[config.mk]
export PLATFORM = sky130hd
export DESIGN_NAME = lcdt_top
export DESIGN_NICKNAME = d
export VERILOG_FILES = /design/src/core/lcdt_pkg.sv /design/src/core/lcdt_top.sv
export VERILOG_INCLUDE_DIRS = /design/src /design/src/core
export SDC_FILE = /design/constraint.sdc
export NUM_CORES = 1
export LEC_CHECK = 0
export ABC_AREA = 1
export BUFFER_PORTS_ARGS = -buffer_cell sky130_fd_sc_hd__buf_2
export CELL_PAD_IN_SITES_DETAIL_PLACEMENT = 0
export CELL_PAD_IN_SITES_GLOBAL_PLACEMENT = 1
export CORE_ASPECT_RATIO = 1.25
export CORE_MARGIN = 5
export CORE_UTILIZATION = 35
export DETAILED_ROUTE_END_ITERATION = 8
export GPL_ROUTABILITY_DRIVEN = 1
export PLACE_DENSITY_LB_ADDON = 0.1
export SLEW_MARGIN = 25
export SYNTH_ARGS = -nofsm -noshare
export SYNTH_HDL_FRONTEND = slang
export SYNTH_SLANG_ARGS = --single-unit
[constraint.sdc]
create_clock -name pclk -period 2.7 [get_ports pclk]
set_clock_uncertainty 0.15 [all_clocks]
set_input_delay 0.54 -clock pclk [delete_from_list [all_inputs] [get_ports pclk]]
set_output_delay 0.54 -clock pclk [all_outputs]
set_load 0.05 [all_outputs]
[src/core/lcdt_cfg.svh]
// Constants of the copper diagnostic test register page
`ifndef LCDT_CFG_SVH
`define LCDT_CFG_SVH
// ----------------------------------------
// Register indices (byte address = 4 x index)
// ----------------------------------------
`define LCDT_IDX_IPG      6'h13
`define LCDT_IDX_LC_LO    6'h17
`define LCDT_IDX_LC_HI    6'h18
`define LCDT_IDX_WADJ     6'h19
`define LCDT_IDX_THERM    6'h1A
`define LCDT_IDX_IRQ_STS  6'h1C
`define LCDT_IDX_IRQ_MSK  6'h1D
// ----------------------------------------
// Reset values and field positions
// ----------------------------------------
`define LCDT_IPG_RST      16'h000C
`define LCDT_IPG_OUT_RST  9'h00D
`define LCDT_THERM_RST    16'h1900
`define LCDT_THERM_WMASK  16'hFFA0
`define LCDT_THR_HI       12
`define LCDT_THR_LO       8
`define LCDT_POLL_HI      14
`define LCDT_POLL_LO      13
`define LCDT_TIE_BIT      7
`define LCDT_TINT_BIT     6
`define LCDT_MAN_BIT      5
`define LCDT_WADJ_HI      12
`define LCDT_WADJ_LO      8
`define LCDT_MAN_SEL      2'h2
// ----------------------------------------
// Late-collision bin limits (byte numbers)
// ----------------------------------------
`define LCDT_BIN0_FIRST   9'h041
`define LCDT_BIN0_LAST    8'h60
`define LCDT_BIN1_LAST    8'h80
`define LCDT_BIN2_LAST    8'hC0
`define LCDT_CNT_MAX      8'hFF
// ----------------------------------------
// Polling periods
// ----------------------------------------
`define LCDT_CLK_MHZ      250
`define LCDT_SLOW_MS      1000
`define LCDT_FAST_MS      10
`define LCDT_SLOW_CYC     (`LCDT_SLOW_MS * 1000 * `LCDT_CLK_MHZ)
`define LCDT_FAST_CYC     (`LCDT_FAST_MS * 1000 * `LCDT_CLK_MHZ)
`endif

[src/core/lcdt_pkg.sv]
// Types of the copper diagnostic test register page
package lcdt_pkg;
  // ----------------------------------------
  // Poll sequencer states (Gray coded)
  // ----------------------------------------
  typedef enum logic [1:0] {
    LCDT_P_IDLE = 2'h0,
    LCDT_P_WAIT = 2'h1,
    LCDT_P_ACQ  = 2'h3
  } lcdt_poll_t;

  // ----------------------------------------
  // Whole state of the block
  // ----------------------------------------
  typedef struct packed {
    logic [15:0]      ipg;      // Gap register image
    logic [15:0]      wadj;     // Window adjust register image
    logic [15:0]      therm;    // Writable thermal bits
    logic [3:0][7:0]  lc;       // Late-collision bins
    logic [7:0]       pos;      // Bytes sent of current frame
    logic [4:0]       temp;     // Coarse reading
    logic             tint;     // Latched threshold flag
    logic [1:0]       sts;      // Sticky event bits
    logic [1:0]       msk;      // Event mask
    logic             irq;      // Interrupt output
    logic             acq;      // Sensor acquire strobe
    logic [27:0]      tmr;      // Poll timer
    lcdt_poll_t       st;       // Poll sequencer
    logic [8:0]       ipg_out;  // Gap length in bytes
    logic             pready;   // APB ready
    logic             pslverr;  // APB error
    logic [31:0]      prdata;   // APB read data
  } lcdt_state_t;
endpackage : lcdt_pkg

[src/core/lcdt_top.sv]
// Copper diagnostic test register page with APB slave
//
// Our own choice: register access over APB.
`timescale 1ns/1ps
`include "lcdt_cfg.svh"

// Operation
// - Gap length is field plus one, reset twelve
// - Count SOP during bytes 65-96
// - Count SOP during bytes 97-128
// - Count SOP during bytes 129-192
// - Count SOP after byte 192
// - Byte positions taken at GMII side
// - Counters saturate and clear on read
// - Adjust moves window start earlier
// - Polling code selects rate or off
// - Threshold is five times field minus 25
// - Threshold reached latches interrupt bit
// - Thermal interrupt only when enable set; collision interrupt needs only its mask bit
// - Manual mode drives acquire strobe
// - Reading is raw bits five to one
module lcdt_top #(
  parameter int unsigned SLOW_CYC = `LCDT_SLOW_CYC, // One second
  parameter int unsigned FAST_CYC = `LCDT_FAST_CYC  // Ten milliseconds
) (
  input  wire logic        pclk,          // Clock, 250 MHz
  input  wire logic        presetn,       // Async reset, low
  input  wire logic [7:0]  paddr,         // APB byte address
  input  wire logic        psel,          // APB select
  input  wire logic        penable,       // APB enable
  input  wire logic        pwrite,        // APB direction
  input  wire logic [31:0] pwdata,        // APB write data
  output logic      [31:0] prdata,        // APB read data
  output logic             pready,        // APB ready
  output logic             pslverr,       // APB error
  input  wire logic        half_duplex,   // Link in half duplex
  input  wire logic        gmii_tx_en,    // GMII transmit frame
  input  wire logic        gmii_tx_byte,  // One byte sent
  input  wire logic        rx_sop,        // Receive start of packet
  input  wire logic [1:0]  sense_mode,    // Sensor control mode
  input  wire logic        temp_valid,    // Sensor sample done
  input  wire logic [5:0]  temp_raw,      // Raw sensor value
  output logic             sense_acquire, // Sensor acquire strobe
  output logic [8:0]       ipg_len_bytes, // Gap length in bytes
  output logic             irq            // Interrupt, high level
);

  // ----------------------------------------
  // State and bus decode
  // ----------------------------------------
  lcdt_pkg::lcdt_state_t s_q;   // Registered state
  lcdt_pkg::lcdt_state_t s_d;   // Next state

  logic [5:0] idx;              // Word index
  logic       rd_fire;          // Read data captured
  logic       wr_fire;          // Write completes
  logic       mapped;           // Address is decoded
  logic [15:0] rd_val;          // Selected register
  logic [1:0] poll;             // Polling code
  logic [4:0] thr;              // Threshold field
  logic [4:0] adj;              // Window adjust
  logic [8:0] win_first;        // First counted byte
  logic [3:0] hit;              // Bin struck this cycle
  logic [3:0] clr;              // Bin read this cycle
  logic       meet;             // Sample at threshold
  logic       tint_clr;         // Thermal register read
  logic [27:0] period;          // Active poll period

  assign idx     = paddr[7:2];
  // Read data is taken one cycle before ready, so read side effects
  // land on that edge; a transfer abandoned afterwards has already had them.
  assign rd_fire = psel & penable & ~s_q.pready & ~pwrite;
  assign wr_fire = psel & penable & s_q.pready & pwrite & ~s_q.pslverr;
  assign poll    = s_q.therm[`LCDT_POLL_HI:`LCDT_POLL_LO];
  assign thr     = s_q.therm[`LCDT_THR_HI:`LCDT_THR_LO];
  assign adj     = s_q.wadj[`LCDT_WADJ_HI:`LCDT_WADJ_LO];
  assign win_first = `LCDT_BIN0_FIRST - {4'h0, adj};
  // Sample and threshold share the 5 C step and -25 C offset
  assign meet    = temp_valid & (temp_raw[5:1] >= thr);
  assign period  = poll[0] ? FAST_CYC[27:0] : SLOW_CYC[27:0];
  // Bus timing: the setup edge does nothing; the first access edge
  // captures read data and applies clear-on-read; pready and
  // pslverr then stand for one cycle and a write lands at the
  // edge that samples them. One wait state, always.
  // Limitation: a master that gives up after the capture edge
  // has already cleared the counters it was reading.

  // ----------------------------------------
  // Register read mux
  // ----------------------------------------
  // Reserved bits read back as written, but read zero in status and mask; the flag and the reading
  // are patched in from their own flops
  always_comb begin
    mapped = 1'b1;
    rd_val = 16'h0000;
    case (idx)
      `LCDT_IDX_IPG:     rd_val = s_q.ipg;
      `LCDT_IDX_LC_LO:   rd_val = {s_q.lc[1], s_q.lc[0]};
      `LCDT_IDX_LC_HI:   rd_val = {s_q.lc[3], s_q.lc[2]};
      `LCDT_IDX_WADJ:    rd_val = s_q.wadj;
      `LCDT_IDX_THERM: begin
        rd_val = s_q.therm;
        rd_val[`LCDT_TINT_BIT] = s_q.tint;
        rd_val[4:0] = s_q.temp;
      end
      `LCDT_IDX_IRQ_STS: rd_val = {14'h0000, s_q.sts};
      `LCDT_IDX_IRQ_MSK: rd_val = {14'h0000, s_q.msk};
      default:           mapped = 1'b0;
    endcase
  end

  // ----------------------------------------
  // Collision binning at the GMII side
  // ----------------------------------------
  // Position counts bytes already handed to GMII in this frame
  // Bins are tried in byte order and are exclusive, so one
  // strike never counts twice. The adjust moves only the first
  // counted byte; the upper bounds do not follow it.
  always_comb begin
    hit = 4'h0;
    if (half_duplex & gmii_tx_en & rx_sop) begin
      if ({1'b0, s_q.pos} >= win_first && s_q.pos <= `LCDT_BIN0_LAST)
        hit[0] = 1'b1;
      else if (s_q.pos > `LCDT_BIN0_LAST && s_q.pos <= `LCDT_BIN1_LAST)
        hit[1] = 1'b1;
      else if (s_q.pos > `LCDT_BIN1_LAST && s_q.pos <= `LCDT_BIN2_LAST)
        hit[2] = 1'b1;
      else if (s_q.pos > `LCDT_BIN2_LAST)
        hit[3] = 1'b1;
    end
    clr[0]   = rd_fire & (idx == `LCDT_IDX_LC_LO);
    clr[1]   = clr[0];
    clr[2]   = rd_fire & (idx == `LCDT_IDX_LC_HI);
    clr[3]   = clr[2];
    tint_clr = rd_fire & (idx == `LCDT_IDX_THERM);
  end

  // ----------------------------------------
  // Next state
  // ----------------------------------------
  always_comb begin
    s_d = s_q;
    // APB handshake: ready one cycle after the access phase begins
    s_d.pready  = psel & penable & ~s_q.pready;
    s_d.pslverr = psel & penable & ~s_q.pready & ~mapped;
    if (rd_fire) begin
      s_d.prdata = {16'h0000, rd_val};
    end
    // Register writes
    if (wr_fire) begin
      case (idx)
        `LCDT_IDX_IPG:     s_d.ipg = pwdata[15:0];
        `LCDT_IDX_WADJ:    s_d.wadj = pwdata[15:0];
        `LCDT_IDX_THERM:   s_d.therm = pwdata[15:0] & `LCDT_THERM_WMASK;
        `LCDT_IDX_IRQ_MSK: s_d.msk = pwdata[1:0];
        default: begin
        end
      endcase
    end
    s_d.ipg_out = {1'b0, s_q.ipg[7:0]} + 9'h001;
    // Byte position, saturating, restarted between frames
    if (!gmii_tx_en) begin
      s_d.pos = 8'h00;
    end else if (gmii_tx_byte && s_q.pos != `LCDT_CNT_MAX) begin
      s_d.pos = s_q.pos + 8'h01;
    end
    // A read clears both bins of its word, never just one
    // Counters: a strike in the read cycle survives as one
    for (int i = 0; i < 4; i++) begin
      if (clr[i]) begin
        s_d.lc[i] = {7'h00, hit[i]};
      end else if (hit[i] && s_q.lc[i] != `LCDT_CNT_MAX) begin
        s_d.lc[i] = s_q.lc[i] + 8'h01;
      end
    end
    // Sensor reading and latched threshold flag, set wins
    if (temp_valid) begin
      s_d.temp = temp_raw[5:1];
    end
    if (meet) begin
      s_d.tint = 1'b1;
    end else if (tint_clr) begin
      s_d.tint = 1'b0;
    end
    // Status bits clear on a written one; an event in the same
    // cycle as the clear wins, so no event is ever lost
    // Sticky events: bit0 thermal, bit1 any late collision
    if (wr_fire && idx == `LCDT_IDX_IRQ_STS) begin
      s_d.sts = s_q.sts & ~pwdata[1:0];
    end
    if (meet && s_q.therm[`LCDT_TIE_BIT]) begin
      s_d.sts[0] = 1'b1;
    end
    if (|hit) begin
      s_d.sts[1] = 1'b1;
    end
    // Thermal event reaches the pin only while enabled
    s_d.irq = |(s_q.sts & s_q.msk & {1'b1, s_q.therm[`LCDT_TIE_BIT]});
    // The timer runs only while waiting. An acquire is held
    // until the sensor answers, so a stuck sensor stalls polling
    // rather than losing a sample.
    // Poll sequencer
    case (s_q.st)
      lcdt_pkg::LCDT_P_IDLE: begin
        s_d.tmr = 28'h0000000;
        if (!poll[1]) begin
          s_d.st = lcdt_pkg::LCDT_P_WAIT;
        end
      end
      lcdt_pkg::LCDT_P_WAIT: begin
        if (poll[1]) begin
          s_d.st = lcdt_pkg::LCDT_P_IDLE;
        end else if (s_q.tmr >= period - 28'h0000001) begin
          s_d.tmr = 28'h0000000;
          s_d.st  = lcdt_pkg::LCDT_P_ACQ;
        end else begin
          s_d.tmr = s_q.tmr + 28'h0000001;
        end
      end
      lcdt_pkg::LCDT_P_ACQ: begin
        if (temp_valid || poll[1]) begin
          s_d.st = lcdt_pkg::LCDT_P_WAIT;
        end
      end
      default: s_d.st = lcdt_pkg::LCDT_P_IDLE;
    endcase
    // Manual mode overrides the poll sequencer on the strobe
    if (sense_mode == `LCDT_MAN_SEL) begin
      s_d.acq = s_q.therm[`LCDT_MAN_BIT];
    end else begin
      s_d.acq = (s_d.st == lcdt_pkg::LCDT_P_ACQ);
    end
  end

  // ----------------------------------------
  // State register
  // ----------------------------------------
  // Software reset of the PHY does not reach here: only presetn
  // Every output below is a field of this one register, so no
  // input reaches an output without a flop in between
  always_ff @(posedge pclk or negedge presetn) begin
    if (!presetn) begin
      s_q         <= '0;
      s_q.ipg     <= `LCDT_IPG_RST;
      s_q.therm   <= `LCDT_THERM_RST;
      s_q.ipg_out <= `LCDT_IPG_OUT_RST;
      s_q.st      <= lcdt_pkg::LCDT_P_IDLE;
    end else begin
      s_q <= s_d;
    end
  end

  assign prdata        = s_q.prdata;
  assign pready        = s_q.pready;
  assign pslverr       = s_q.pslverr;
  assign sense_acquire = s_q.acq;
  assign ipg_len_bytes = s_q.ipg_out;
  assign irq           = s_q.irq;
endmodule : lcdt_top

Yosys cells after proc, flatten, opt, wreduce, memory -nomap -nowiden
Index checks and enable logic that the tools add are counted.
{"block": "word_totals", "out_inout_bits": 45, "register_bits": 151, "in_bits": 58}
{"block": "op_classes", "order_cmp": 9, "addsub": 9, "n_reduce_logical": 28, "mux": 35, "bitwise": 21, "n_eq_ne": 18}
{"cell": "one-hot mux 16 bit (7 select lines)", "n": 1}
{"cell": "2-to-1 mux 28 bit", "n": 3}
{"cell": "2-to-1 mux 8 bit", "n": 10}
{"cell": "one-hot mux 28 bit (2 select lines)", "n": 1}
{"cell": "equality test 6 x 5 -> 1 bit, second input constant", "n": 7}
{"cell": "adder 8 x 1 -> 8 bit, second input constant", "n": 5}
{"cell": "!= test 8 bit, second input constant", "n": 5}
{"cell": "adder 28 x 1 -> 28 bit, second input constant", "n": 1}
{"cell": ">= comparator 28 bit", "n": 1}
{"cell": "subtractor 28 x 1 -> 28 bit, second input constant", "n": 1}
{"cell": "greater-than comparator 8 bit, second input constant", "n": 2}
{"cell": "<= comparator 8 bit, second input constant", "n": 2}
{"cell": "nonzero test 2 bit", "n": 8}
{"cell": "bitwise AND 1 bit", "n": 13}
{"cell": "2-to-1 mux 2 bit", "n": 6}
{"cell": "2-to-1 mux 1 bit", "n": 11}
{"cell": "logical AND 1 bit", "n": 10}
{"cell": "AND reduction 2 bit", "n": 5}
{"cell": "adder 8 x 1 -> 9 bit, second input constant", "n": 1}
{"cell": ">= comparator 8 x 9 -> 1 bit", "n": 1}
{"cell": "greater-than comparator 8 x 7 -> 1 bit, second input constant", "n": 1}
{"cell": "<= comparator 8 x 7 -> 1 bit, second input constant", "n": 1}
{"cell": "subtractor 7 x 5 -> 8 bit, first input constant", "n": 1}
{"cell": "OR reduction 7 bit", "n": 1}
{"cell": "15 further kinds", "n": 22}

Depth between registers and ports, before layout
Gate-level depths: netlist (run 1).
{"block": "depth", "ltp_word": 9, "mapped_depth": 14, "depth_no_buf": 14}

Worst setup path after synthesis (run 1)
No wires, ideal clock.
{"block": "synth_path", "kind": "reg-to-reg", "startpoint": "register s_q, in the netlist adj[1]", "endpoint": "register s_q[100] (netlist name)", "t_arrival_ns": 1.839, "setup_slack_ns": 0.646, "path_stages_with_launch": 13, "n_path_buf": 0, "path_cell_list": "dfrtp_1 -> inv_1 -> ha_1 -> xor2_1 -> ha_1 -> nand2_1 -> nor2_1 -> nand3b_1 -> nand4_1 -> nand4_2 -> nand2_2 -> nand2_1 -> nand2_1"}
{"block": "synth_between", "elab_chain_cells": 7}
{"item": "from (decl)", "line_no": "lcdt_top.sv:51", "source": "lcdt_pkg::lcdt_state_t s_q;"}
{"item": "subtractor 7 x 5 -> 8 bit (no source line)"}
{"item": ">= comparator 8 x 9 -> 1 bit", "line_no": "lcdt_top.sv:122", "source": "if ({1'b0, s_q.pos} >= win_first && s_q.pos <= `LCDT_BIN0_LAST)"}
{"item": "logical AND 1 bit (no source line)"}
{"item": "2-to-1 mux 1 bit", "line_no": "lcdt_top.sv:122"}
{"item": "2-to-1 mux 4 bit", "line_no": "lcdt_top.sv:121", "source": "if (half_duplex & gmii_tx_en & rx_sop) begin"}
{"item": "logical AND 1 bit (no source line)"}
{"item": "nonzero test 2 bit (no source line)"}
No other way between the ends.
A chain may end at the register's enable or synchronous reset.

Worst setup path in the final report (run 1)
{"block": "layout_path", "startpoint": "register s_q, in the netlist adj[1]", "endpoint": "register s_q[95] (netlist name)"}
Same word-level chain as after synthesis.

==> flow_summary.yaml, run 1 <==
outcome:
  status: "completed"
die:
  ios: 103
  core_area_sq_um: 26010
  initial_core_util_pct: 35.45
  rows: 66
  die_w_microns: 155.2
  die-area_sq_um: 29720
  die_h_microns: 191.5
setup_path:
  critPathKind: "reg -> reg"
  crit_required_ps: 2920
  cp.arrival_ps: 2700
  crit_path_start_kind: "flop"
  crit_fanout: 9
  crit_path_end_kind: "flop"
sta:
  holdWs_ps: 203.8
  fmax_ghz: 0.4042
  fin_ws_ps: 226.1
  post-route-min-period_ps: 2474
  hold_violations: 0
  rsz0062_at_grt: "false"
  max_slew_margin_pct: 62.72
  fin_crit_sh_pct: 91.63
  fin_setup_tns_ps: 0
  finalSetupViolCount: 0
  slew_viol_final: 0
  worstMarginPinSlew_ps: 554.9
yosys:
  synthMuxAreaShare_pct: 0
  synth_xor_area_share_pct: 3.514
  synth-async-reset-ratio_pct: 100.0
  avgSynthCellArea_sq_um: 7.523
  synth.largest_area_cell: "dfrtp_1"
  synthCells: 1226
  syn_area_sq_um: 9223
  synth_edf_count: 0
  synth_compound_area_share_pct: 9.103
  synth_top_family_by_area: "simple AND/OR/NAND/NOR gates"
  ys.flop_type: "dfrtp_1"
  ys_warn_count: 0
  synth_adder_area_share_pct: 4.613
  synthDistinctLibCells: 48
  ys_ff_latch: 151
  synthTopCellsByArea: "dfrtp_1 (39%), nand2_1 (15%), inv_1 (5.3%)"
  yosys-top-cells-count: "nand2_1 (380), dfrtp_1 (143), inv_1 (131), nor2_1 (92), nand3_1 (85)"
  ys_seq_area_share_pct: 41.08
  synthMostInstantiatedCell: "nand2_1"
  synth_top_area_share_pct: 38.80
  yosys.area_share.simple_pct: 30.77
layout:
  final_cells: 1632
  n_antenna_cell: 0
  final_nets: 1371
  final_area_sq_um: 10410
  area_delta_synth_final_pct: 12.82
  drive_above_1_share_pct: 14.24
  fin_util_pct: 40.00
clocking:
  cts_tree: "built"
  cts_setup_buffers: 0
  clock_latency_ps: 440
  clock_sinks: 151
  htreeDepth: 4
  cts-root-buf: "clkbuf_16"
  cts.clk_slew.worst_paths_ps: 70
  clock_path_buffers: 2
  cts_buffers: 17
placement:
  placed_area_sq_um: 9774
  dp_slack_ps: 217.6
  gp_congestion: 0.8328
  dp.cells: 1599
  hpwl_microns: 20510
  port_buffers: 67
global_routing:
  grt_pass1_wl_microns: 43750
  grt_max_degree: 57
  grt_antenna_before_repair: 0
  grt_usage_pct: 18.90
  grt_overflow: 0
  grt_pass1_vias: 7959
route:
  drt-initial-drc-count: 361
  drc: 0
  drtPass1Iterations: 5
  vias: 7698
  viasPerCell: 4.717
  wl_microns: 26570
  detail-route-antenna-nets: 0
  wl_per_cell_microns: 16.28
power_and_ir_drop:
  report.power.total_mw: 5.613
  pwr_density_cell_nw_per_um2: 539.4
  vdd_drop_max_uv: 313.2
  power.leakage_nw: 5.257
run:
  cap_viol_max_count: 0
worst_hold_path:
  min_path_type: "in -> reg"
[registers in the layout, indices dropped and copies added, names as in the netlist]
name,count
s_q,115
sense_acquire,1
pready,1
poll,2
ipg_len_bytes,9
adj,5
irq,1
prdata,16
pslverr,1
[path summary, 6_finish.rpt]
path | to | start | slack (ps) | cells after the start
setup reg to reg | s_q[95] | adj[1] | 230 | 12
min in group asynchronous | s_q[59] | presetn | 470 | 2
hold / removal | s_q[80] | temp_raw[1] | 200 | 3
hold reg to reg | s_q[137] | s_q[137] | 320 | 2
setup / recovery | s_q[95] | adj[1] | 230 | 12
max in group asynchronous | s_q[115] | presetn | 1220 | 3
[critical path: stages, from the launching register on]
cell and delay [ps]:
dfrtp_1 360, inv_1 90, ha_1 230, xor2_1 170
ha_1 300, nand2_1 60, nor2_1 120, nand3b_1 80
nand4_1 170, nand4_2 290, nand2_2 250, nand2_1 70
nand2_1 60
[layout by cell type (no fill, tap or decap), types with 16 or more instances in the layout]
cell type and count:
clkbuf_16 17, nor2_1 92, nand2_1 380, dfrtp_1 143
nand4_1 27, xor2_1 24, buf_2 66, ha_1 34
o21ai_1 36, o21ai_0 57, inv_1 131, nand3_1 85
conb_1 16
[what timing repair did]
| action | 4_1_cts | 5_1_grt |
|---|---|---|
| hold buffers | 1 | 0 |
| gates resized for setup | 0 | 0 |
| hold endpoints to repair | 39 | 0 |
[layer usage]
metal  vias up  global-route usage (%)  share of wire [%]
met2        99                   33.18                 50
met3        20                   3.012                2.3
met1      3596                   24.15                 45
met4         0                   5.086                1.8
met5         -                       0                  0
li1       3983                       -                  -
[final cells by class]
type                    count  area [sq um]
inverters                 142         535.5
fillers                  2818         15610
flip-flops and latches    151          3789
clock buffers              17         425.4
well taps                 340         425.4
multi-input cells         880          4491
repair buffers             87         544.3
clock inverters            15         195.2
[cells by family (layout without fill, tap and decap cells)]
family / count (synthesis) / count (layout)
AND/OR/NAND/NOR: 646 / 646
buffers and inverters: 210 / 261
flip-flops: 151 / 151
AO/OA/AOI/OAI: 147 / 147
XOR/XNOR: 37 / 37
adder cells (fa/ha/maj): 34 / 34
other: 1 / 16
[power by group]
| part | total (mW) | switching (mW) | leakage (nW) | internal, mW |
|---|---|---|---|---|
| clock network | 2.54 | 1.06 | 0.294 | 1.48 |
| registers | 2.46 | 0.103 | 2.00 | 2.36 |
| logic | 0.611 | 0.410 | 2.97 | 0.200 |
Power figures use the tool's default switching activity.
==> inputs of run 2 (changes only) <==
--- a/config.mk
+++ b/config.mk
@@ -7,6 +7,7 @@
 export NUM_CORES = 1
 export LEC_CHECK = 0
 export ABC_AREA = 1
+export ABC_CLOCK_PERIOD_IN_PS = 2200
 export BUFFER_PORTS_ARGS = -buffer_cell sky130_fd_sc_hd__buf_2
 export CELL_PAD_IN_SITES_DETAIL_PLACEMENT = 0
 export CELL_PAD_IN_SITES_GLOBAL_PLACEMENT = 1
==> constraint.sdc (replaced) <==
create_clock -name pclk -period 2.2 [get_ports pclk]
set_clock_uncertainty 0.15 [all_clocks]
set_input_delay 0.44 -clock pclk [delete_from_list [all_inputs] [get_ports pclk]]
set_output_delay 0.44 -clock pclk [all_outputs]
set_load 0.05 [all_outputs]
==> run 2 against run 1 <==
  * The run now ends with setup timing left
  * Total power rose by 24%
  * Combinational power rose by 52%
  * Sequential power rose by 22%
  * Clock power rose by 20%
  * Core utilization rose by 2.7 points
  * Register-to-register slack got worse by 290 ps
  * Die area did not move
  * Cell count rose by 3.6%
  * Highest routed layer unchanged
==> flow_summary.yaml, run 2 (synthesized netlist as in run 1, its figures left out) <==
outcome:
  status: "finished, violations left"
  violations: "setup timing"
power_and_ir_drop:
  seqPwrFrac_pct: 42.9
  report.power.total_mw: 6.979
  p_int_mw: 5.059
  combPwrFrac_pct: 13.3
  p_sw_mw: 1.920
  vdd_drop_max_uv: 475.4
  netSwitchingFraction_pct: 27.50
  power_frac_clock_pct: 43.8
  power.leakage_nw: 5.566
  pwr_density_cell_nw_per_um2: 628.3
setup_path:
  cp.arrival_ps: 2450
  crit_path_start_kind: "flop"
  crit_fanout: 5
  critPathKind: "reg -> reg"
  crit_path_end_kind: "flop"
  crit_required_ps: 2380
clocking:
  clock_path_buffers: 2
  cts.clk_slew.worst_paths_ps: 70
  clock_latency_ps: 440
  cts_tree: "built"
  cts-root-buf: "clkbuf_16"
  htreeDepth: 4
  clock_sinks: 151
  cts_buffers: 17
global_routing:
  grt_max_degree: 39
  grt_pass1_vias: 8106
  grt_usage_pct: 18.88
  grt_pass1_wl_microns: 43830
  grt_antenna_before_repair: 0
  grt_overflow: 0
layout:
  final_cell_mix: "nand2_1 (369), dfrtp_1 (142), inv_1 (127), nor2_1 (84), nand3_1 (79)"
  n_antenna_cell: 0
  final_nets: 1432
  drive_above_1_share_pct: 21.10
  final_cells: 1691
  largest_reg_flops: 115
  largest_register: "s_q"
  nFillCells: 2796
  fin_util_pct: 42.70
  area_delta_synth_final_pct: 20.43
  final_area_sq_um: 11110
  final_common_cell: "nand2_1"
route:
  viasPerCell: 4.695
  drc: 0
  wl_per_cell_microns: 15.87
  drt-initial-drc-count: 448
  vias: 7940
  drtPass1Iterations: 4
  detail-route-antenna-nets: 0
  wl_microns: 26840
die:
  die-area_sq_um: 29720
  die_w_microns: 155.2
  core_area_sq_um: 26010
  ios: 103
  die_h_microns: 191.5
  rows: 66
  initial_core_util_pct: 35.45
sta:
  post-route-min-period_ps: 2265
  holdWs_ps: 103.2
  fin_setup_tns_ps: -358.5
  fin_ws_ps: -64.61
  fin_crit_sh_pct: 102.9
  finalSetupViolCount: 7
  hold_violations: 0
  fmax_ghz: 0.4416
  rsz0062_at_grt: "true"
  slew_viol_final: 0
placement:
  gp_congestion: 0.8278
  dp_slack_ps: -243.9
  placed_area_sq_um: 10190
  port_buffers: 67
  hpwl_microns: 21070
  dp.cells: 1651
worst_hold_path:
  min_path_type: "in -> reg"
run:
  cap_viol_max_count: 0
run 2: changes by cell type in the layout (fill, tap and decap cells not counted), sizes merged:
cell,before,now
clkbuf,17,19
clkinvlp,3,1
inv,146,145
buf,86,147
clkinv,5,4
run 2: repair_timing:
action,CTS,global route
resized for setup,20,38
hold endpoints to repair,20,0
pin swaps,19,18
hold buffers,1,0
setup buffers,6,3
endpoints found under the setup margin,26,39
run 2: worst paths after layout:
path / from / endpoint / slack, ps / cells after the start
max reg2reg: adj[1] / s_q[100] / -60 / 14
min reg2reg: prdata[3] / prdata[3] / 330 / 2
max in group asynchronous: presetn / s_q[137] / 990 / 3
min in group asynchronous: presetn / s_q[66] / 300 / 2
min: temp_raw[5] / s_q[84] / 100 / 3
max: adj[1] / s_q[100] / -60 / 14
run 2: power groups by stage:
stage               registers [mW]  clock network (mW)  logic [mW]
finish                        2.99                3.05       0.931
global route                  3.01                3.24        1.04
detailed placement            3.04                   0       0.888
global placement              3.04                   0       0.890
floorplan                     3.05                   0       0.544
CTS                           2.99                3.13       0.906
run 2: area by class of cell:
cell class	count	area [sq um]	share of cell area, %
flip-flops and latches	151	3790	34.12
clock inverters	11	147.6	1.329
repair buffers	148	1046	9.418
clock buffers	19	442.9	3.988
multi-input cells	880	4720	42.49
well taps	340	425.4	3.830
inverters	142	535.5	4.821
run 2: per-layer routing:
metal	global-route usage, %	part of all wire, %
met5	0	0
met4	5.355	2.0
met3	2.899	2.9
met2	33.61	51
met1	23.69	44
run 2: worst max-delay path, stage by stage (launching register included):
cell and delay, ps:
dfrtp_1 400, inv_2 80, buf_4 130, buf_4 120
buf_4 130, ha_4 260, nand2_2 40, nor2_2 90
nand3b_1 80, nand4_1 110, buf_6 120, nand4_4 140
buf_4 190, nand3_1 50, nand2_1 60
==> inputs of run 3 (changes only) <==
--- a/config.mk
+++ b/config.mk
@@ -9,6 +9,7 @@
 export ABC_AREA = 1
 export ABC_CLOCK_PERIOD_IN_PS = 2200
 export BUFFER_PORTS_ARGS = -buffer_cell sky130_fd_sc_hd__buf_2
+export CAP_MARGIN = 20
 export CELL_PAD_IN_SITES_DETAIL_PLACEMENT = 0
 export CELL_PAD_IN_SITES_GLOBAL_PLACEMENT = 1
 export CORE_ASPECT_RATIO = 1.25
@@ -16,8 +17,10 @@
 export CORE_UTILIZATION = 35
 export DETAILED_ROUTE_END_ITERATION = 8
 export GPL_ROUTABILITY_DRIVEN = 1
+export GPL_TIMING_DRIVEN = 0
 export PLACE_DENSITY_LB_ADDON = 0.1
 export SLEW_MARGIN = 25
 export SYNTH_ARGS = -nofsm -noshare
 export SYNTH_HDL_FRONTEND = slang
 export SYNTH_SLANG_ARGS = --single-unit
+export TNS_END_PERCENT = 5
==> run 3 against run 2 <==
  * The flow still finishes with violations (setup timing)
  * Die area is the same
  * Critical endpoint is now s_q[95]
  * Total power shrank 2.9%
  * Combinational power shrank 11%
  * Final area shrank 1.4%
  * Via count grew 2.5%
  * Sequential cell count is the same
  * Sequential power is essentially flat
  * Sequential share of layout area grew 0.49 points
  * Wire length grew 4.1%
  * Register-to-register slack is essentially flat
  * Critical path depth shrank 2
  * Count of clock-buffer cells in the layout grew 2
==> flow_summary.yaml, run 3 (synthesized netlist as in run 1, its figures left out) <==
outcome:
  status: "finished, violations left"
  violations: "setup timing"
route:
  detail-route-antenna-nets: 0
  drt-initial-drc-count: 412
  wl_microns: 27930
  viasPerCell: 4.809
  drtPass1Iterations: 5
  wl_per_cell_microns: 16.51
  vias: 8137
  drc: 0
power_and_ir_drop:
  power_frac_clock_pct: 43.2
  p_sw_mw: 1.947
  vdd_drop_max_uv: 497.2
  combPwrFrac_pct: 12.2
  pwr_density_cell_nw_per_um2: 618.5
  p_int_mw: 4.826
  report.power.total_mw: 6.773
  netSwitchingFraction_pct: 28.75
  seqPwrFrac_pct: 44.6
  power.leakage_nw: 5.558
setup_path:
  cp.arrival_ps: 2450
  slowest_stage: "dfrtp_1"
  critPathKind: "reg -> reg"
  r2r_cells: 12
  critPathBufInv: 2
  critPathTopFamily: "simple AND/OR/NAND/NOR gates"
  crit_chain: "inv_2 -> ha_4 -> xor2_1 -> ha_1 -> nand2_2 -> nor2_2 -> nand3b_1 -> nand4_1 -> nand4_4 -> buf_12 -> nand3_1 -> nand2_1"
  r2r-end: "s_q[95]"
  crit_path_start_kind: "flop"
  crit_fanout: 8
  r2r-start: "adj[1]"
  crit_path_end_kind: "flop"
  r2r_setup_slack_ps: -70
  max_stage_delay_ps: 400
  crit_required_ps: 2380
sta:
  rsz0062_at_grt: "true"
  worstMarginPinSlew_ps: 643.7
  fin_setup_tns_ps: -488.5
  fin_crit_sh_pct: 103.4
  hold_violations: 0
  fmax_ghz: 0.4396
  fin_ws_ps: -74.78
  max_slew_margin_pct: 56.93
  post-route-min-period_ps: 2275
  finalSetupViolCount: 8
  slew_viol_final: 0
global_routing:
  grt_pass1_vias: 8162
  grt_pass1_wl_microns: 44700
  grt_overflow: 0
  grt_max_degree: 55
  grt_antenna_before_repair: 0
  grt_usage_pct: 19.41
layout:
  largest_register: "s_q"
  final_cell_mix: "nand2_1 (372), dfrtp_1 (142), inv_1 (126), nor2_1 (88), nand3_1 (80)"
  drive_above_1_share_pct: 19.23
  multiInputGateArea_sq_um: 4631
  nFillCells: 2771
  regArea_sq_um: 3790
  area_delta_synth_final_pct: 18.74
  final_nets: 1431
  final_common_cell: "nand2_1"
  n_antenna_cell: 0
  largest_reg_flops: 115
  final_area_sq_um: 10950
clocking:
  cts_tree: "built"
  cts_buffers: 17
  cts-root-buf: "clkbuf_16"
  clock_latency_ps: 440
  cts.clk_slew.worst_paths_ps: 70
  clock_path_buffers: 2
  htreeDepth: 4
  clock_sinks: 151
die:
  die-area_sq_um: 29720
  rows: 66
  initial_core_util_pct: 35.45
  core_area_sq_um: 26010
  die_w_microns: 155.2
  ios: 103
  die_h_microns: 191.5
placement:
  hpwl_microns: 21660
  dp_slack_ps: -539.3
  port_buffers: 66
  placed_area_sq_um: 10100
  gp_congestion: 0.8430
worst_hold_path:
  min_path_type: "in -> reg"
  min-delay-start: "sense_mode[0]"
  whs_path_depth: 4
  hold_end: "sense_acquire"
run:
  cap_viol_max_count: 0
## run 3: repair_timing
| item | 4_1_cts | 5_1_grt |
|---|---|---|
| hold buffers | 1 | 0 |
| hold endpoints to repair | 42 | 0 |
| pin swaps | 15 | 12 |
| setup endpoints to repair | 38 | 45 |
| gates resized for setup | 25 | 16 |
| cloned | 1 | 0 |
| setup buffers | 9 | 0 |
## run 3: power groups by stage
stage | combinational (mW) | clock [mW] | sequential (mW)
2_1_floorplan | 0.544 | 0 | 3.05
3_3_place_gp | 0.781 | 0 | 3.07
3_5_place_dp | 0.805 | 0 | 3.07
4_1_cts | 0.823 | 3.00 | 3.02
5_1_grt | 0.930 | 3.12 | 3.04
6_report | 0.824 | 2.93 | 3.02
## run 3: metrics by stage
step,instances,hold slack (ps),utilization [%]
after global routing,1692,102.7,42.10
after CTS,1692,89.84,41.90
final,1692,101.9,42.10
after global placement,1647,314.6,38.58
after detailed placement,1649,220.2,38.83
after floorplan,1241,-5.591,-
## run 3: area by class of cell
class | count | share of cell area (%)
Multi-Input combinational cell | 880 | 42.29
Sequential cell | 151 | 34.61
Inverter | 142 | 4.890
Timing Repair Buffer | 79 | 4.719
Buffer | 68 | 4.353
Clock buffer | 21 | 4.205
Tap cell | 340 | 3.885
Clock inverter | 11 | 1.051
## run 3: worst max path at each step
stage          cells after the start    start       end
2_1_floorplan                     12   adj[1]  s_q[100]
3_3_place_gp                       1  presetn   s_q[95]
3_5_place_dp                      12  poll[0]   s_q[55]
4_1_cts                           14   adj[1]   s_q[94]
5_1_grt                           11   adj[1]  s_q[100]
6_report                          12   adj[1]   s_q[95]
## run 3: worst reg2reg max path: stages, from the launching register on
cell and delay, ps:
dfrtp_1 400, inv_2 90, ha_4 170, xor2_1 140, ha_1 300, nand2_2 70
nor2_2 100, nand3b_1 80, nand4_1 200, nand4_4 170, buf_12 190, nand3_1 70
nand2_1 50
## run 3: per-layer routing
| layer | global-route usage, % | up-vias | wire length (microns) |
|---|---|---|---|
| met1 | 23.79 | 3840 | 11930 |
| li1 | - | 4113 | - |
| met3 | 2.717 | 39 | 887 |
| met2 | 34.82 | 145 | 14330 |
| met5 | 0 | - | 0 |
| met4 | 6.669 | 0 | 786 |
